--- src/shared/schc_pkg.sv ---
package schc_pkg;
   // command codes; OP_START_AUTO stays on the request side, the host sends it on the link as OP_START_RX
   typedef enum logic [2:0] {
      OP_NONE = 3'h0,
      OP_SET_PROP = 3'h1,
      OP_START_RX = 3'h2,
      OP_START_TX = 3'h3,
      OP_RX_HOP = 3'h4,
      OP_GO_IDLE = 3'h5,
      OP_START_AUTO = 3'h6
   } schc_op_t;

   // sequencer states, gray along idle-settle-listen-search-lock-tx
   typedef enum logic [2:0] {
      ST_IDLE = 3'h0,
      ST_SETTLE = 3'h1,
      ST_LISTEN = 3'h3,
      ST_SEARCH = 3'h2,
      ST_LOCK = 3'h6,
      ST_TX = 3'h7
   } schc_state_t;

   // property addresses
   localparam logic [7:0] PROP_SYNTH_INTEGER = 8'h00;
   localparam logic [7:0] PROP_SYNTH_FRAC_HIGH = 8'h01;
   localparam logic [7:0] PROP_SYNTH_FRAC_MID = 8'h02;
   localparam logic [7:0] PROP_SYNTH_FRAC_LOW = 8'h03;
   localparam logic [7:0] PROP_STEP_HIGH = 8'h04;
   localparam logic [7:0] PROP_STEP_LOW = 8'h05;
   localparam logic [7:0] PROP_BAND = 8'h06;
   localparam logic [7:0] PROP_HOP_CONTROL = 8'h07;
   localparam logic [7:0] PROP_TABLE_SIZE = 8'h08;
   localparam logic [7:0] PROP_LEVEL_THRESHOLD = 8'h09;
   localparam logic [7:0] PROP_PREAMBLE_DETECT = 8'h0A;
   localparam logic [7:0] PROP_PREAMBLE_TIMEOUT = 8'h0B;
   localparam logic [7:0] PROP_GPIO_CFG = 8'h0C;
   localparam logic [7:0] PROP_TABLE_BASE = 8'h40;

   // hop control field positions
   localparam int HC_AUTO_EN = 0;
   localparam int HC_RSSI_EN = 1;
   localparam int HC_PREAMBLE_EN = 2;
   localparam int HC_SYNC_EN = 3;
   localparam int HC_RAW_MODE = 4;

   // band dividers, lowest band first
   localparam logic [4:0] DIV_BAND0 = 5'h18;
   localparam logic [4:0] DIV_BAND1 = 5'h0C;
   localparam logic [4:0] DIV_BAND2 = 5'h08;
   localparam logic [4:0] DIV_BAND3 = 5'h04;

   localparam logic [7:0] SKIP_ENTRY = 8'hFF;
   localparam logic [7:0] CHAN_RESET = 8'h00;
   localparam int TABLE_MAX = 64;

   // fraction window: high byte holds bits 23:16, value/2^19 in [1,2)
   localparam logic [7:0] FRAC_HIGH_MIN = 8'h08;
   localparam logic [7:0] FRAC_HIGH_MAX = 8'h0F;

   // timing
   localparam int CLK_MHZ = 50;
   localparam int AUTO_HOP_US = 115;
   localparam int MAN_HOP_US = 75;
   localparam int AUTO_HOP_CYC = AUTO_HOP_US * CLK_MHZ;
   localparam int MAN_HOP_CYC = MAN_HOP_US * CLK_MHZ;
endpackage

--- src/shared/schc_if.sv ---
`timescale 1ns/1ps
`default_nettype none
interface schc_if;
   import schc_pkg::*;
   logic cmdValid;
   schc_op_t cmdOp;
   logic [7:0] cmdAddr;
   logic [7:0] cmdData;
   logic [7:0] cmdChan;
   logic cmdHasChan;
   logic [15:0] cmdCalCount;
   logic cmdDone;

   modport dev (
      input cmdValid, cmdOp, cmdAddr, cmdData, cmdChan, cmdHasChan, cmdCalCount,
      output cmdDone
   );
   modport hst (
      output cmdValid, cmdOp, cmdAddr, cmdData, cmdChan, cmdHasChan, cmdCalCount,
      input cmdDone
   );
endinterface
`default_nettype wire

--- src/schc_device.sv ---
`timescale 1ns/1ps
`default_nettype none
module schc_device
   import schc_pkg::*;
#(
   parameter int TABLE_DEPTH = TABLE_MAX,
   parameter int AUTO_CYC = AUTO_HOP_CYC
) (
   input wire logic mclk,
   input wire logic rstn,
   schc_if.dev link,
   input wire logic [7:0] rssiNow,
   input wire logic preambleBad,
   input wire logic syncMissing,
   output logic [31:0] freqWord_q,
   output logic [4:0] outDiv_q,
   output logic [7:0] curChan_q,
   output logic [15:0] oscCal_q,
   output logic rxOn_q,
   output logic txOn_q,
   output logic locked_q,
   output logic hopGpio_q
);
   localparam int PW = $clog2(TABLE_DEPTH);

   // refuse parameter values the pointer or settle counter cannot serve
   if (TABLE_DEPTH < 2 || TABLE_DEPTH > TABLE_MAX) begin : g_bad_depth
      $error("TABLE_DEPTH out of range");
   end
   if (AUTO_CYC < 1 || AUTO_CYC > 8191) begin : g_bad_cyc
      $error("AUTO_CYC out of range");
   end

   logic [7:0] intSet_q, fracHigh_q, fracMid_q, fracLow_q;
   logic [15:0] step_q;
   logic [1:0] band_q;
   logic [4:0] hopCtl_q;
   logic [6:0] tableSize_q;
   logic [7:0] threshold_q, preDetect_q, preTimeout_q;
   logic gpioCfg_q;
   logic [7:0] hopTable [TABLE_DEPTH];
   schc_state_t state_q;
   logic [PW-1:0] ptr_q;
   logic [6:0] scanned_q;
   logic [12:0] settle_q;
   logic settleRx_q;
   logic autoHop_q;
   logic [7:0] chan_q;
   logic cmdDone_q;

   logic isProp, tblWrite;
   logic [PW-1:0] ptrNext;
   logic wrapNext;
   logic hopNeeded, stayNeeded;
   logic [7:0] newChan;
   logic [31:0] baseWord;

   assign isProp = link.cmdValid && link.cmdOp == OP_SET_PROP;
   assign tblWrite = isProp && link.cmdAddr >= PROP_TABLE_BASE
      && link.cmdAddr < PROP_TABLE_BASE + 8'(TABLE_DEPTH);
   assign link.cmdDone = cmdDone_q;

   // property store
   always_ff @(posedge mclk) begin
      if (!rstn) begin
         intSet_q <= 8'h00;
         fracHigh_q <= FRAC_HIGH_MIN;
         fracMid_q <= 8'h00;
         fracLow_q <= 8'h00;
         step_q <= 16'h0000;
         band_q <= 2'h0;
         hopCtl_q <= 5'h00;
         tableSize_q <= 7'h00;
         threshold_q <= 8'h00;
         preDetect_q <= 8'h00;
         preTimeout_q <= 8'h00;
         gpioCfg_q <= 1'b0;
      end else if (isProp) begin
         case (link.cmdAddr)
            PROP_SYNTH_INTEGER: intSet_q <= link.cmdData;
            PROP_SYNTH_FRAC_HIGH: fracHigh_q <= link.cmdData;
            PROP_SYNTH_FRAC_MID: fracMid_q <= link.cmdData;
            PROP_SYNTH_FRAC_LOW: fracLow_q <= link.cmdData;
            PROP_STEP_HIGH: step_q[15:8] <= link.cmdData;
            PROP_STEP_LOW: step_q[7:0] <= link.cmdData;
            PROP_BAND: band_q <= link.cmdData[1:0];
            PROP_HOP_CONTROL: hopCtl_q <= link.cmdData[4:0];
            PROP_TABLE_SIZE: begin
               if (link.cmdData > 8'(TABLE_DEPTH)) tableSize_q <= 7'(TABLE_DEPTH);
               else tableSize_q <= link.cmdData[6:0];
            end
            PROP_LEVEL_THRESHOLD: threshold_q <= link.cmdData;
            PROP_PREAMBLE_DETECT: preDetect_q <= link.cmdData;
            PROP_PREAMBLE_TIMEOUT: preTimeout_q <= link.cmdData;
            PROP_GPIO_CFG: gpioCfg_q <= link.cmdData[0];
            default: ;
         endcase
      end
   end

   // hop table memory, no reset
   always_ff @(posedge mclk) begin
      if (tblWrite) begin
         hopTable[PW'(link.cmdAddr - PROP_TABLE_BASE)] <= link.cmdData;
      end
   end

   // next pointer with wrap at the last active entry
   always_comb begin
      wrapNext = (7'(ptr_q) + 7'h01 >= tableSize_q);
      ptrNext = wrapNext ? '0 : ptr_q + PW'(1);
   end

   // decision: an enabled RSSI check decides alone, else the first enabled timeout that is met wins; raw mode masks timeouts
   always_comb begin
      stayNeeded = 1'b0;
      hopNeeded = 1'b0;
      if (hopCtl_q[HC_RSSI_EN] && rssiNow > threshold_q) begin
         stayNeeded = 1'b1;
      end else if (hopCtl_q[HC_RSSI_EN]) begin
         hopNeeded = 1'b1;
      end else if (!hopCtl_q[HC_RAW_MODE] && hopCtl_q[HC_PREAMBLE_EN] && preambleBad) begin
         hopNeeded = 1'b1;
      end else if (!hopCtl_q[HC_RAW_MODE] && hopCtl_q[HC_SYNC_EN] && syncMissing) begin
         hopNeeded = 1'b1;
      end
   end

   assign newChan = link.cmdHasChan ? link.cmdChan : chan_q;

   // sequencer
   always_ff @(posedge mclk) begin
      if (!rstn) begin
         state_q <= ST_IDLE;
         ptr_q <= '0;
         scanned_q <= 7'h00;
         settle_q <= 13'h0000;
         settleRx_q <= 1'b0;
         autoHop_q <= 1'b0;
         chan_q <= CHAN_RESET;
         hopGpio_q <= 1'b0;
      end else if (link.cmdValid && (link.cmdOp == OP_START_RX || link.cmdOp == OP_START_TX)) begin
         chan_q <= newChan;
         ptr_q <= '0;
         settle_q <= 13'(AUTO_CYC);
         settleRx_q <= link.cmdOp == OP_START_RX;
         autoHop_q <= 1'b0;
         state_q <= ST_SETTLE;
      end else if (link.cmdValid && link.cmdOp == OP_RX_HOP) begin
         chan_q <= link.cmdChan;
         settle_q <= 13'(MAN_HOP_CYC);
         settleRx_q <= 1'b1;
         autoHop_q <= 1'b0;
         state_q <= ST_SETTLE;
      end else if (link.cmdValid && link.cmdOp == OP_GO_IDLE) begin
         state_q <= ST_IDLE;
      end else begin
         case (state_q)
            ST_SETTLE: begin
               if (settle_q > 13'h0001) begin
                  settle_q <= settle_q - 13'h0001;
               end else begin
                  state_q <= settleRx_q ? ST_LISTEN : ST_TX;
                  if (autoHop_q && gpioCfg_q) hopGpio_q <= ~hopGpio_q;
               end
            end
            ST_LISTEN: begin
               if (hopCtl_q[HC_AUTO_EN] && tableSize_q != 7'h00) begin
                  if (stayNeeded) begin
                     state_q <= ST_LOCK;
                  end else if (hopNeeded) begin
                     scanned_q <= 7'h00;
                     state_q <= ST_SEARCH;
                  end
               end
            end
            ST_SEARCH: begin
               ptr_q <= ptrNext;
               scanned_q <= scanned_q + 7'h01;
               if (wrapNext && gpioCfg_q) hopGpio_q <= ~hopGpio_q;
               if (hopTable[ptrNext] != SKIP_ENTRY) begin
                  chan_q <= hopTable[ptrNext];
                  settle_q <= 13'(AUTO_CYC);
                  settleRx_q <= 1'b1;
                  autoHop_q <= 1'b1;
                  state_q <= ST_SETTLE;
               end else if (scanned_q + 7'h01 >= tableSize_q) begin
                  state_q <= ST_LISTEN; // every entry skipped, stay put
               end
            end
            ST_LOCK: ;
            ST_TX: ;
            ST_IDLE: ;
            default: state_q <= ST_IDLE;
         endcase
      end
   end

   // host supplied calibration count for manual hops
   always_ff @(posedge mclk) begin
      if (!rstn) oscCal_q <= 16'h0000;
      else if (link.cmdValid && link.cmdOp == OP_RX_HOP) oscCal_q <= link.cmdCalCount;
   end

   assign baseWord = {intSet_q, fracHigh_q, fracMid_q, fracLow_q};

   // synthesizer outputs
   always_ff @(posedge mclk) begin
      if (!rstn) begin
         freqWord_q <= 32'h00000000;
         outDiv_q <= DIV_BAND0;
         curChan_q <= CHAN_RESET;
      end else begin
         freqWord_q <= baseWord + 32'(chan_q) * 32'(step_q);
         curChan_q <= chan_q;
         case (band_q)
            2'h0: outDiv_q <= DIV_BAND0;
            2'h1: outDiv_q <= DIV_BAND1;
            2'h2: outDiv_q <= DIV_BAND2;
            default: outDiv_q <= DIV_BAND3;
         endcase
      end
   end

   // status and command completion
   always_ff @(posedge mclk) begin
      if (!rstn) begin
         rxOn_q <= 1'b0;
         txOn_q <= 1'b0;
         locked_q <= 1'b0;
         cmdDone_q <= 1'b0;
      end else begin
         rxOn_q <= state_q == ST_LISTEN || state_q == ST_LOCK || state_q == ST_SEARCH;
         txOn_q <= state_q == ST_TX;
         locked_q <= state_q == ST_LOCK;
         cmdDone_q <= link.cmdValid;
      end
   end
endmodule // schc_device
`default_nettype wire

--- src/flat_wrapper.sv ---
// flat-port wrapper written by rule: the top's interface ports become plain ports
module schc_device_flat import schc_pkg::*;
#(
   parameter int TABLE_DEPTH = TABLE_MAX,
   parameter int AUTO_CYC = AUTO_HOP_CYC
)
  (mclk, rstn, rssiNow, preambleBad, syncMissing, freqWord_q, outDiv_q, curChan_q, oscCal_q, rxOn_q, txOn_q, locked_q, hopGpio_q, link_cmdValid, link_cmdOp, link_cmdAddr, link_cmdData, link_cmdChan, link_cmdHasChan, link_cmdCalCount, link_cmdDone);
  schc_if link_i ();
  input wire logic mclk;
  input wire logic rstn;
  input wire logic [7:0] rssiNow;
  input wire logic preambleBad;
  input wire logic syncMissing;
  output logic [31:0] freqWord_q;
  output logic [4:0] outDiv_q;
  output logic [7:0] curChan_q;
  output logic [15:0] oscCal_q;
  output logic rxOn_q;
  output logic txOn_q;
  output logic locked_q;
  output logic hopGpio_q;
  input wire logic [$bits(link_i.cmdValid)-1:0] link_cmdValid;
  input wire logic [$bits(link_i.cmdOp)-1:0] link_cmdOp;
  input wire logic [$bits(link_i.cmdAddr)-1:0] link_cmdAddr;
  input wire logic [$bits(link_i.cmdData)-1:0] link_cmdData;
  input wire logic [$bits(link_i.cmdChan)-1:0] link_cmdChan;
  input wire logic [$bits(link_i.cmdHasChan)-1:0] link_cmdHasChan;
  input wire logic [$bits(link_i.cmdCalCount)-1:0] link_cmdCalCount;
  output wire logic [$bits(link_i.cmdDone)-1:0] link_cmdDone;
  assign link_i.cmdValid = link_cmdValid;
  assign link_i.cmdOp = link_cmdOp;
  assign link_i.cmdAddr = link_cmdAddr;
  assign link_i.cmdData = link_cmdData;
  assign link_i.cmdChan = link_cmdChan;
  assign link_i.cmdHasChan = link_cmdHasChan;
  assign link_i.cmdCalCount = link_cmdCalCount;
  assign link_cmdDone = link_i.cmdDone;
  schc_device #(.TABLE_DEPTH(TABLE_DEPTH), .AUTO_CYC(AUTO_CYC)) u_core (.mclk(mclk), .rstn(rstn), .link(link_i), .rssiNow(rssiNow), .preambleBad(preambleBad), .syncMissing(syncMissing), .freqWord_q(freqWord_q), .outDiv_q(outDiv_q), .curChan_q(curChan_q), .oscCal_q(oscCal_q), .rxOn_q(rxOn_q), .txOn_q(txOn_q), .locked_q(locked_q), .hopGpio_q(hopGpio_q));
endmodule
--- config.mk ---
export PLATFORM = sky130hd
export DESIGN_NAME = schc_device_flat
export DESIGN_NICKNAME = d
export VERILOG_FILES = /design/src/shared/schc_pkg.sv /design/src/shared/schc_if.sv /design/src/schc_device.sv /design/src/flat_wrapper.sv
export SDC_FILE = /design/constraint.sdc
export NUM_CORES = 1
export LEC_CHECK = 0
export BUFFER_PORTS_ARGS = -buffer_cell sky130_fd_sc_hd__buf_2
export CORE_UTILIZATION = 35
export CTS_CLUSTER_DIAMETER = 200
export DETAILED_ROUTE_END_ITERATION = 8
export GPL_TIMING_DRIVEN = 1
export PLACE_DENSITY = 0.57
export SLEW_MARGIN = 5
export SYNTH_ARGS = -nofsm -noshare
export SYNTH_HDL_FRONTEND = slang
export SYNTH_SLANG_ARGS = --single-unit
export TNS_END_PERCENT = 50
--- constraint.sdc ---
create_clock -name mclk -period 8.6 [get_ports mclk]
set_clock_uncertainty 0.15 [all_clocks]
set_input_delay 1.72 -clock mclk [delete_from_list [all_inputs] [get_ports mclk]]
set_output_delay 1.72 -clock mclk [all_outputs]
set_load 0.005 [all_outputs]
==> impl_metrics.json, run 1 <==
{
  "status": "completed",
  "setup.reg_to_reg.worst_slack_ns": 1.36,
  "setup.worst_path.start_class": "flop",
  "synth_largest_area_cell": "sky130_fd_sc_hd__edfxtp_1",
  "fin_hold_ws_ns": 0.252,
  "io_pins": 123,
  "timing.max_cap.violations": 0,
  "route.met2.wl_um": 45600,
  "nNetsFinal": 3174,
  "holdBufCountCts": 0,
  "placement.io_buffers": 120,
  "asyncSetResetFlopFracSynth_pct": 0,
  "ir_worst_vdd_v": 0.000177,
  "finalHoldViolations": 0,
  "dp.cells": 4111,
  "htree_num_levels": 3,
  "postLayoutSetupSlackWorst_ns": 1.36,
  "finalCritPeriodShare_pct": 84.2,
  "cts-root-buf": "sky130_fd_sc_hd__clkbuf_16",
  "critPathRequiredTime_ns": 8.93,
  "clkLatencyLatePin_ns": 0.65,
  "groute.usage.overall_pct": 20.7,
  "clock_path_buffers": 3,
  "topRoutingLayerUsed": "met5",
  "layout.filler_cells": 9070,
  "timing.hold.worst.class": "reg -> reg",
  "grt_max_degree": 83,
  "dpl_wire_length_um": 63700,
  "post_drt_via_cell_ratio": 5.44,
  "synth-edff-count": 512,
  "tritoncts_num_sinks": 686,
  "kind_of_cell_adding_the_most_delay_to_the_critical_path": "compound AO/OA/AOI/OAI gates",
  "drt_iter0_drc": 2269,
  "setup_repair_after_global_routing_missed_its_margin": "false",
  "crit_path_top_delay_cell": "sky130_fd_sc_hd__a211oi_4",
  "vertical_extent_of_the_die_um": 310,
  "crit_path_max_fo": 38,
  "wire_per_inst_um": 23.4,
  "worst_ep_arrival_time_ns": 7.57,
  "drc": 0,
  "yosys-top-cells-count": "512 x sky130_fd_sc_hd__edfxtp_1, 305 x sky130_fd_sc_hd__nand2_1, 217 x sky130_fd_sc_hd__nor2_1",
  "initial_utilization_pct": 35.5,
  "globalplace.congestion": 0.947,
  "yosys_warnings": 0,
  "wl_met1_um": 43400,
  "synth_cell_types": 91,
  "fp-row-count": 112,
  "layout_cells_sized_above_1_pct": 11.3,
  "detailedPlace.worstSlack_ns": 1.46,
  "worstPathBufferInverterCount": 3,
  "cts_tree": "yes",
  "leading_post_synthesis_cells_by_cell_area": "sky130_fd_sc_hd__edfxtp_1 46%, sky130_fd_sc_hd__dfxtp_1 10%, sky130_fd_sc_hd__fa_1 6.4%, sky130_fd_sc_hd__nand2_1 3.4%, sky130_fd_sc_hd__mux2i_1 3.4%",
  "max_freq_ghz": 0.138,
  "fin_tns_setup_ns": 0,
  "synth.most_common_cell": "sky130_fd_sc_hd__edfxtp_1",
  "route.met3.wl_um": 6790,
  "setup_violations": 0,
  "worstPathCellList": "buf_4 > ha_2 > nand3_1 > xor2_1 > inv_2 > ha_1 > a211oi_2 > nor2_1 > a211oi_4 > nand2_4 > buf_4 > a211o_1 > a32oi_1 > o22ai_1 > or4_4 > o31a_1 > nor3_1 > o22ai_1",
  "syn-mean-instance-area_um2": 11.6,
  "relSlewSlack_pct": 17.1,
  "worst_slew_pin_slew_ns": 1.23,
  "numCtsBuffers": 77,
  "critical-path-max-stage-delay_ns": 0.72,
  "detail_route.first_pass.iterations": 7,
  "placeable_core_region_um2": 93600,
  "die_area_um2": 96100,
  "yosys.area.top_type_share_pct": 46.3,
  "synthesis.instances": 2856,
  "yosys_most_used_dff": "sky130_fd_sc_hd__edfxtp_1",
  "routed-via-count": 23128,
  "post-layout-total-power_mw": 7.30,
  "cts_setup_buffers": 0,
  "dieWidth_um": 310,
  "clkTransAtPathRegs_ns": 0.06,
  "wire_length_reported_by_the_detailed_router_um": 99400,
  "final_max_slew_viol_count": 0,
  "power_leakage_nw": 13.7,
  "grt_pass1_vias": 22933,
  "yosys_register_bits": 686,
  "global_route_wire_length_before_repair_um": 148000,
  "postRouteAntennaNets": 0,
  "cp-end-kind": "flop",
  "seq_area_frac_synth_pct": 56.8,
  "synthesis.area_um2": 33200,
  "antenna_found_initial": 5,
  "power_density_normalized_to_cell_area_nw_per_um2": 194,
  "instances_no_fill": 4255,
  "total_of_cells_resized_after_clock_tree_synthesis": 0,
  "path_class": "reg -> reg",
  "final.min_clock_period_ns": 7.24,
  "globalRouteOverflowTotal": 0,
  "areaGrowthSynthToFinish_pct": 13.4
}
==> logic make-up (layout without fill, tap and decap cells) <==
logic type      Yosys count  count (layout)  share of synthesized area, %
buf+inv                 367             509                          4.81
fa+ha+maj               181             181                          9.22
simple gates            919             919                          13.0
flops                   686             686                          56.8
xor+xnor                 28              28                         0.761
mux                     135             135                          4.27
compound gates          539             539                          11.1
other cells               1               4                        0.0113
==> registers in the layout, summed over array words and instances, names as in the netlist, 2 cells and up <==
signal and cells:
u_core.outDiv_q 3, u_core.tableSize_q 7, u_core.fracLow_q 8, u_core.chan_q 8, u_core.curChan_q 8, u_core.scanned_q 7
u_core.hopTable 512, u_core.state_q 3, u_core.settle_q 13, u_core.oscCal_q 16, u_core.fracMid_q 8, u_core.fracHigh_q 8
u_core.freqWord_q 32, u_core.band_q 2, u_core.step_q 16, u_core.threshold_q 8, u_core.hopCtl_q 5, u_core.ptr_q 6
u_core.intSet_q 8
==> stage by stage <==
step,utilization [%],area [um^2]
final,40.2,37700
after global routing,40.2,37600
after CTS,40.2,37600
after detailed placement,37.3,34900
after global placement,37.3,34900
after floorplan,-,33200
==> report_power, final <==
part / internal (mW) / switching, mW / total (mW)
logic: 0.0547 / 0.149 / 0.203
clock network: 2.09 / 1.43 / 3.51
registers: 3.56 / 0.0171 / 3.58
==> cell usage in the layout, fill, tap and decap left out, types with 18 or more instances in the layout <==
cell type / synthesis / layout
sky130_fd_sc_hd__edfxtp_1: 512 / 512
sky130_fd_sc_hd__nand2_1: 305 / 305
sky130_fd_sc_hd__nor2_1: 217 / 217
sky130_fd_sc_hd__inv_1: 202 / 200
sky130_fd_sc_hd__dfxtp_1: 174 / 174
sky130_fd_sc_hd__a21oi_1: 131 / 131
sky130_fd_sc_hd__buf_2: 35 / 120
sky130_fd_sc_hd__mux2i_1: 113 / 113
sky130_fd_sc_hd__and2_1: 112 / 112
sky130_fd_sc_hd__nand3_1: 111 / 111
sky130_fd_sc_hd__fa_1: 106 / 106
sky130_fd_sc_hd__o21ai_0: 105 / 105
sky130_fd_sc_hd__clkbuf_16: 0 / 81
sky130_fd_sc_hd__ha_1: 75 / 74
sky130_fd_sc_hd__nor3_1: 44 / 44
sky130_fd_sc_hd__buf_4: 10 / 37
sky130_fd_sc_hd__a211oi_1: 36 / 36
sky130_fd_sc_hd__and3_1: 23 / 23
sky130_fd_sc_hd__a31oi_1: 23 / 23
sky130_fd_sc_hd__a22oi_1: 22 / 22
sky130_fd_sc_hd__a221oi_1: 22 / 22
sky130_fd_sc_hd__nor2b_1: 18 / 18
sky130_fd_sc_hd__nand2b_1: 18 / 18
sky130_fd_sc_hd__o22ai_1: 18 / 18
==> routing by layer <==
layer  up-vias  GRT usage, %
li1      10431             -
met3       181          3.88
met1     11627          28.3
met4         6          7.77
met2       883          32.4
met5         -             0
==> worst paths after layout <==
check | start | to | depth (start not counted)
setup / recovery | u_core.ptr_q[0]$_SDFFE_PP0P_ | u_core.settle_q[6]$_SDFFE_PN0P_ | 18
hold / removal | u_core.band_q[1]$_SDFFE_PN0P_ | u_core.outDiv_q[3]$_SDFF_PN1_ | 1
hold reg to reg | u_core.band_q[1]$_SDFFE_PN0P_ | u_core.outDiv_q[3]$_SDFF_PN1_ | 1
setup reg to reg | u_core.ptr_q[0]$_SDFFE_PP0P_ | u_core.settle_q[6]$_SDFFE_PN0P_ | 18
==> area by class of cell <==
type	count	area [um^2]	area share (%)
inverter	207	779	2.07
antenna	2	5.00	0.0133
clock buffer	93	2090	5.56
timing repair buffer	160	938	2.49
clock inverter	49	629	1.67
sequential	686	18900	50.1
tap	1254	1570	4.17
multi-input combinational	1804	12800	33.9
Note: power is estimated with default switching activity, not from simulation.
==> run 2: changes to the inputs <==
Clock period 8.6 ns to 6.7 ns, I/O delays scaled along.
==> run 2 against run 1 <==
First-iteration DRC count is 17% higher. Combinational power is 32% higher. Final cell count is 0.99% higher. Cell area is 0.48% higher. Hold slack better by 0.051 ns.
==> impl_metrics.json, run 2 (synthesis gave the netlist of run 1 again) <==
{
  "worstPathBufferInverterCount": 3,
  "htree_num_levels": 3,
  "groute.usage.overall_pct": 21.2,
  "die_area_um2": 96100,
  "finalHoldViolations": 0,
  "worst_ep_arrival_time_ns": 6.81,
  "clkLatencyLatePin_ns": 0.65,
  "worstPathCellList": "nand3_1 > or3_1 > and2_1 > inv_2 > ha_1 > o21ai_0 > nor2_1 > a211o_2 > nor2_8 > buf_4 > mux2_2 > a211oi_1 > nor4_1 > o22ai_1 > or4_4 > or3_1 > buf_4 > o31ai_1 > mux2i_1",
  "power_density_normalized_to_cell_area_nw_per_um2": 242,
  "route.met3.wl_um": 8230,
  "kind_of_cell_adding_the_most_delay_to_the_critical_path": "simple AND/OR/NAND/NOR gates",
  "ir_worst_vdd_v": 0.000200,
  "grt_max_degree": 81,
  "r2r_end": "u_core.state_q[0]$_SDFFE_PN0P_",
  "clkTransAtPathRegs_ns": 0.06,
  "numCtsBuffers": 77,
  "postRouteAntennaNets": 0,
  "layout.cells.most_common": "sky130_fd_sc_hd__edfxtp_1",
  "crit_path_max_fo": 36,
  "placeable_core_region_um2": 93600,
  "setup.reg_to_reg.worst_slack_ns": 0.31,
  "routed-via-count": 23698,
  "route.met2.wl_um": 47300,
  "critical_path_depth": 19,
  "crit_path_top_delay_cell": "sky130_fd_sc_hd__nor2_8",
  "wire_per_inst_um": 23.8,
  "fp-row-count": 112,
  "setup.worst_path.start_class": "flop",
  "layout_cells_sized_above_1_pct": 12.4,
  "wire_length_reported_by_the_detailed_router_um": 102000,
  "drc": 0,
  "cts-root-buf": "sky130_fd_sc_hd__clkbuf_16",
  "setup_repair_after_global_routing_missed_its_margin": "false",
  "hold_path_end": "u_core.oscCal_q[13]$_SDFFE_PN0P_",
  "global_route_wire_length_before_repair_um": 151000,
  "critPathRequiredTime_ns": 7.12,
  "critical-path-max-stage-delay_ns": 0.62,
  "io_pins": 123,
  "r2r-start": "u_core.ptr_q[2]$_SDFFE_PP0P_",
  "initial_utilization_pct": 35.5,
  "status": "completed",
  "vertical_extent_of_the_die_um": 310,
  "final_max_slew_viol_count": 0,
  "timing.hold.worst_path_depth": 2,
  "worst_slew_pin_slew_ns": 1.28,
  "cts_setup_buffers": 0,
  "power_leakage_nw": 13.9,
  "cts_tree": "yes",
  "timing.hold.worst.class": "reg -> reg",
  "max_freq_ghz": 0.157,
  "detailedPlace.worstSlack_ns": 0.273,
  "post_drt_via_cell_ratio": 5.52,
  "tritoncts_num_sinks": 686,
  "worst_hold_startpoint": "u_core.oscCal_q[13]$_SDFFE_PN0P_",
  "cp-end-kind": "flop",
  "dieWidth_um": 310,
  "holdBufCountCts": 0,
  "grt_pass1_vias": 22863,
  "dpl_wire_length_um": 68000,
  "antenna_found_initial": 4,
  "clock_path_buffers": 3,
  "finalCritPeriodShare_pct": 95.3,
  "relSlewSlack_pct": 14.2,
  "timing.max_cap.violations": 0,
  "largest_register_ff_count": 512,
  "globalplace.congestion": 0.983,
  "nNetsFinal": 3221,
  "layout_common_cells": "512 x sky130_fd_sc_hd__edfxtp_1, 305 x sky130_fd_sc_hd__nand2_1, 217 x sky130_fd_sc_hd__nor2_1",
  "globalRouteOverflowTotal": 0,
  "final.min_clock_period_ns": 6.39,
  "postLayoutSetupSlackWorst_ns": 0.314,
  "worst_r2r_path_depth": 19,
  "drt_iter0_drc": 2652,
  "fin_tns_setup_ns": 0,
  "top_regs": "u_core.hopTable: 512 flops, u_core.freqWord_q: 32 flops",
  "detail_route.first_pass.iterations": 6,
  "top_register": "u_core.hopTable",
  "placement.io_buffers": 120,
  "setup_violations": 0,
  "path_class": "reg -> reg",
  "wl_met1_um": 42900,
  "areaGrowthSynthToFinish_pct": 14.0,
  "layout.filler_cells": 9030,
  "topRoutingLayerUsed": "met5"
}
[run 2: final cells by class]
type / count / area (um^2) / area share, %
Antenna cell: 1 / 2.50 / 0.00661
Clock buffer: 93 / 2050 / 5.42
Clock inverter: 45 / 500 / 1.32
Inverter: 207 / 779 / 2.06
Multi-Input combinational cell: 1804 / 12800 / 33.8
Sequential cell: 686 / 18900 / 49.9
Tap cell: 1254 / 1570 / 4.15
Timing Repair Buffer: 207 / 1290 / 3.41
[run 2: timing repair]
item / 4_1_cts / 5_1_grt
setup endpoints to repair: 0 / 7
resized for setup: 0 / 2
hold endpoints to repair: 0 / 0
[run 2: worst max-delay path by stage]
stage,start,endpoint
after global placement,u_core.chan_q[0]$_SDFFE_PN0P_,u_core.freqWord_q[30]$_SDFF_PN0_
after CTS,u_core.chan_q[0]$_SDFFE_PN0P_,u_core.freqWord_q[30]$_SDFF_PN0_
after floorplan,u_core.chan_q[0]$_SDFFE_PN0P_,u_core.freqWord_q[27]$_SDFF_PN0_
after detailed placement,u_core.chan_q[0]$_SDFFE_PN0P_,u_core.freqWord_q[30]$_SDFF_PN0_
after global routing,u_core.chan_q[1]$_SDFFE_PN0P_,u_core.freqWord_q[28]$_SDFF_PN0_
final,u_core.ptr_q[2]$_SDFFE_PP0P_,u_core.state_q[0]$_SDFFE_PN0P_
[run 2: per-layer routing]
layer | up-vias | track usage [%]
met5 | - | 0
li1 | 10515 | -
met3 | 231 | 4.15
met1 | 11902 | 28.7
met4 | 2 | 8.09
met2 | 1048 | 33.6
[run 2: per-stage QoR]
stage	util [%]	std cells	area, um^2	total power, mW	hold WS [ns]
2_1_floorplan	-	2857	33200	4.80	0.214
3_3_place_gp	37.7	4158	35300	4.95	0.272
3_5_place_dp	37.7	4158	35300	4.95	0.275
4_1_cts	40.4	4296	37800	9.23	0.294
5_1_grt	40.4	4297	37800	9.42	0.314
6_report	40.4	4297	37800	9.17	0.303
[run 2: worst reg2reg max path, cell delays in order (launching register included)]
cell	delay, ns
sky130_fd_sc_hd__dfxtp_1	0.43
sky130_fd_sc_hd__nand3_1	0.23
sky130_fd_sc_hd__or3_1	0.37
sky130_fd_sc_hd__and2_1	0.25
sky130_fd_sc_hd__inv_2	0.19
sky130_fd_sc_hd__ha_1	0.27
sky130_fd_sc_hd__o21ai_0	0.24
sky130_fd_sc_hd__nor2_1	0.13
sky130_fd_sc_hd__a211o_2	0.40
sky130_fd_sc_hd__nor2_8	0.62
sky130_fd_sc_hd__buf_4	0.39
sky130_fd_sc_hd__mux2_2	0.23
sky130_fd_sc_hd__a211oi_1	0.11
sky130_fd_sc_hd__nor4_1	0.39
sky130_fd_sc_hd__o22ai_1	0.22
sky130_fd_sc_hd__or4_4	0.61
sky130_fd_sc_hd__or3_1	0.41
sky130_fd_sc_hd__buf_4	0.20
sky130_fd_sc_hd__o31ai_1	0.27
sky130_fd_sc_hd__mux2i_1	0.21
[run 2: power breakdown]
part	total [mW]	switching, mW	internal (mW)
sequential	4.60	0.0212	4.57
combinational	0.267	0.195	0.0724
clock	4.30	1.80	2.50
total	9.17	2.02	7.15
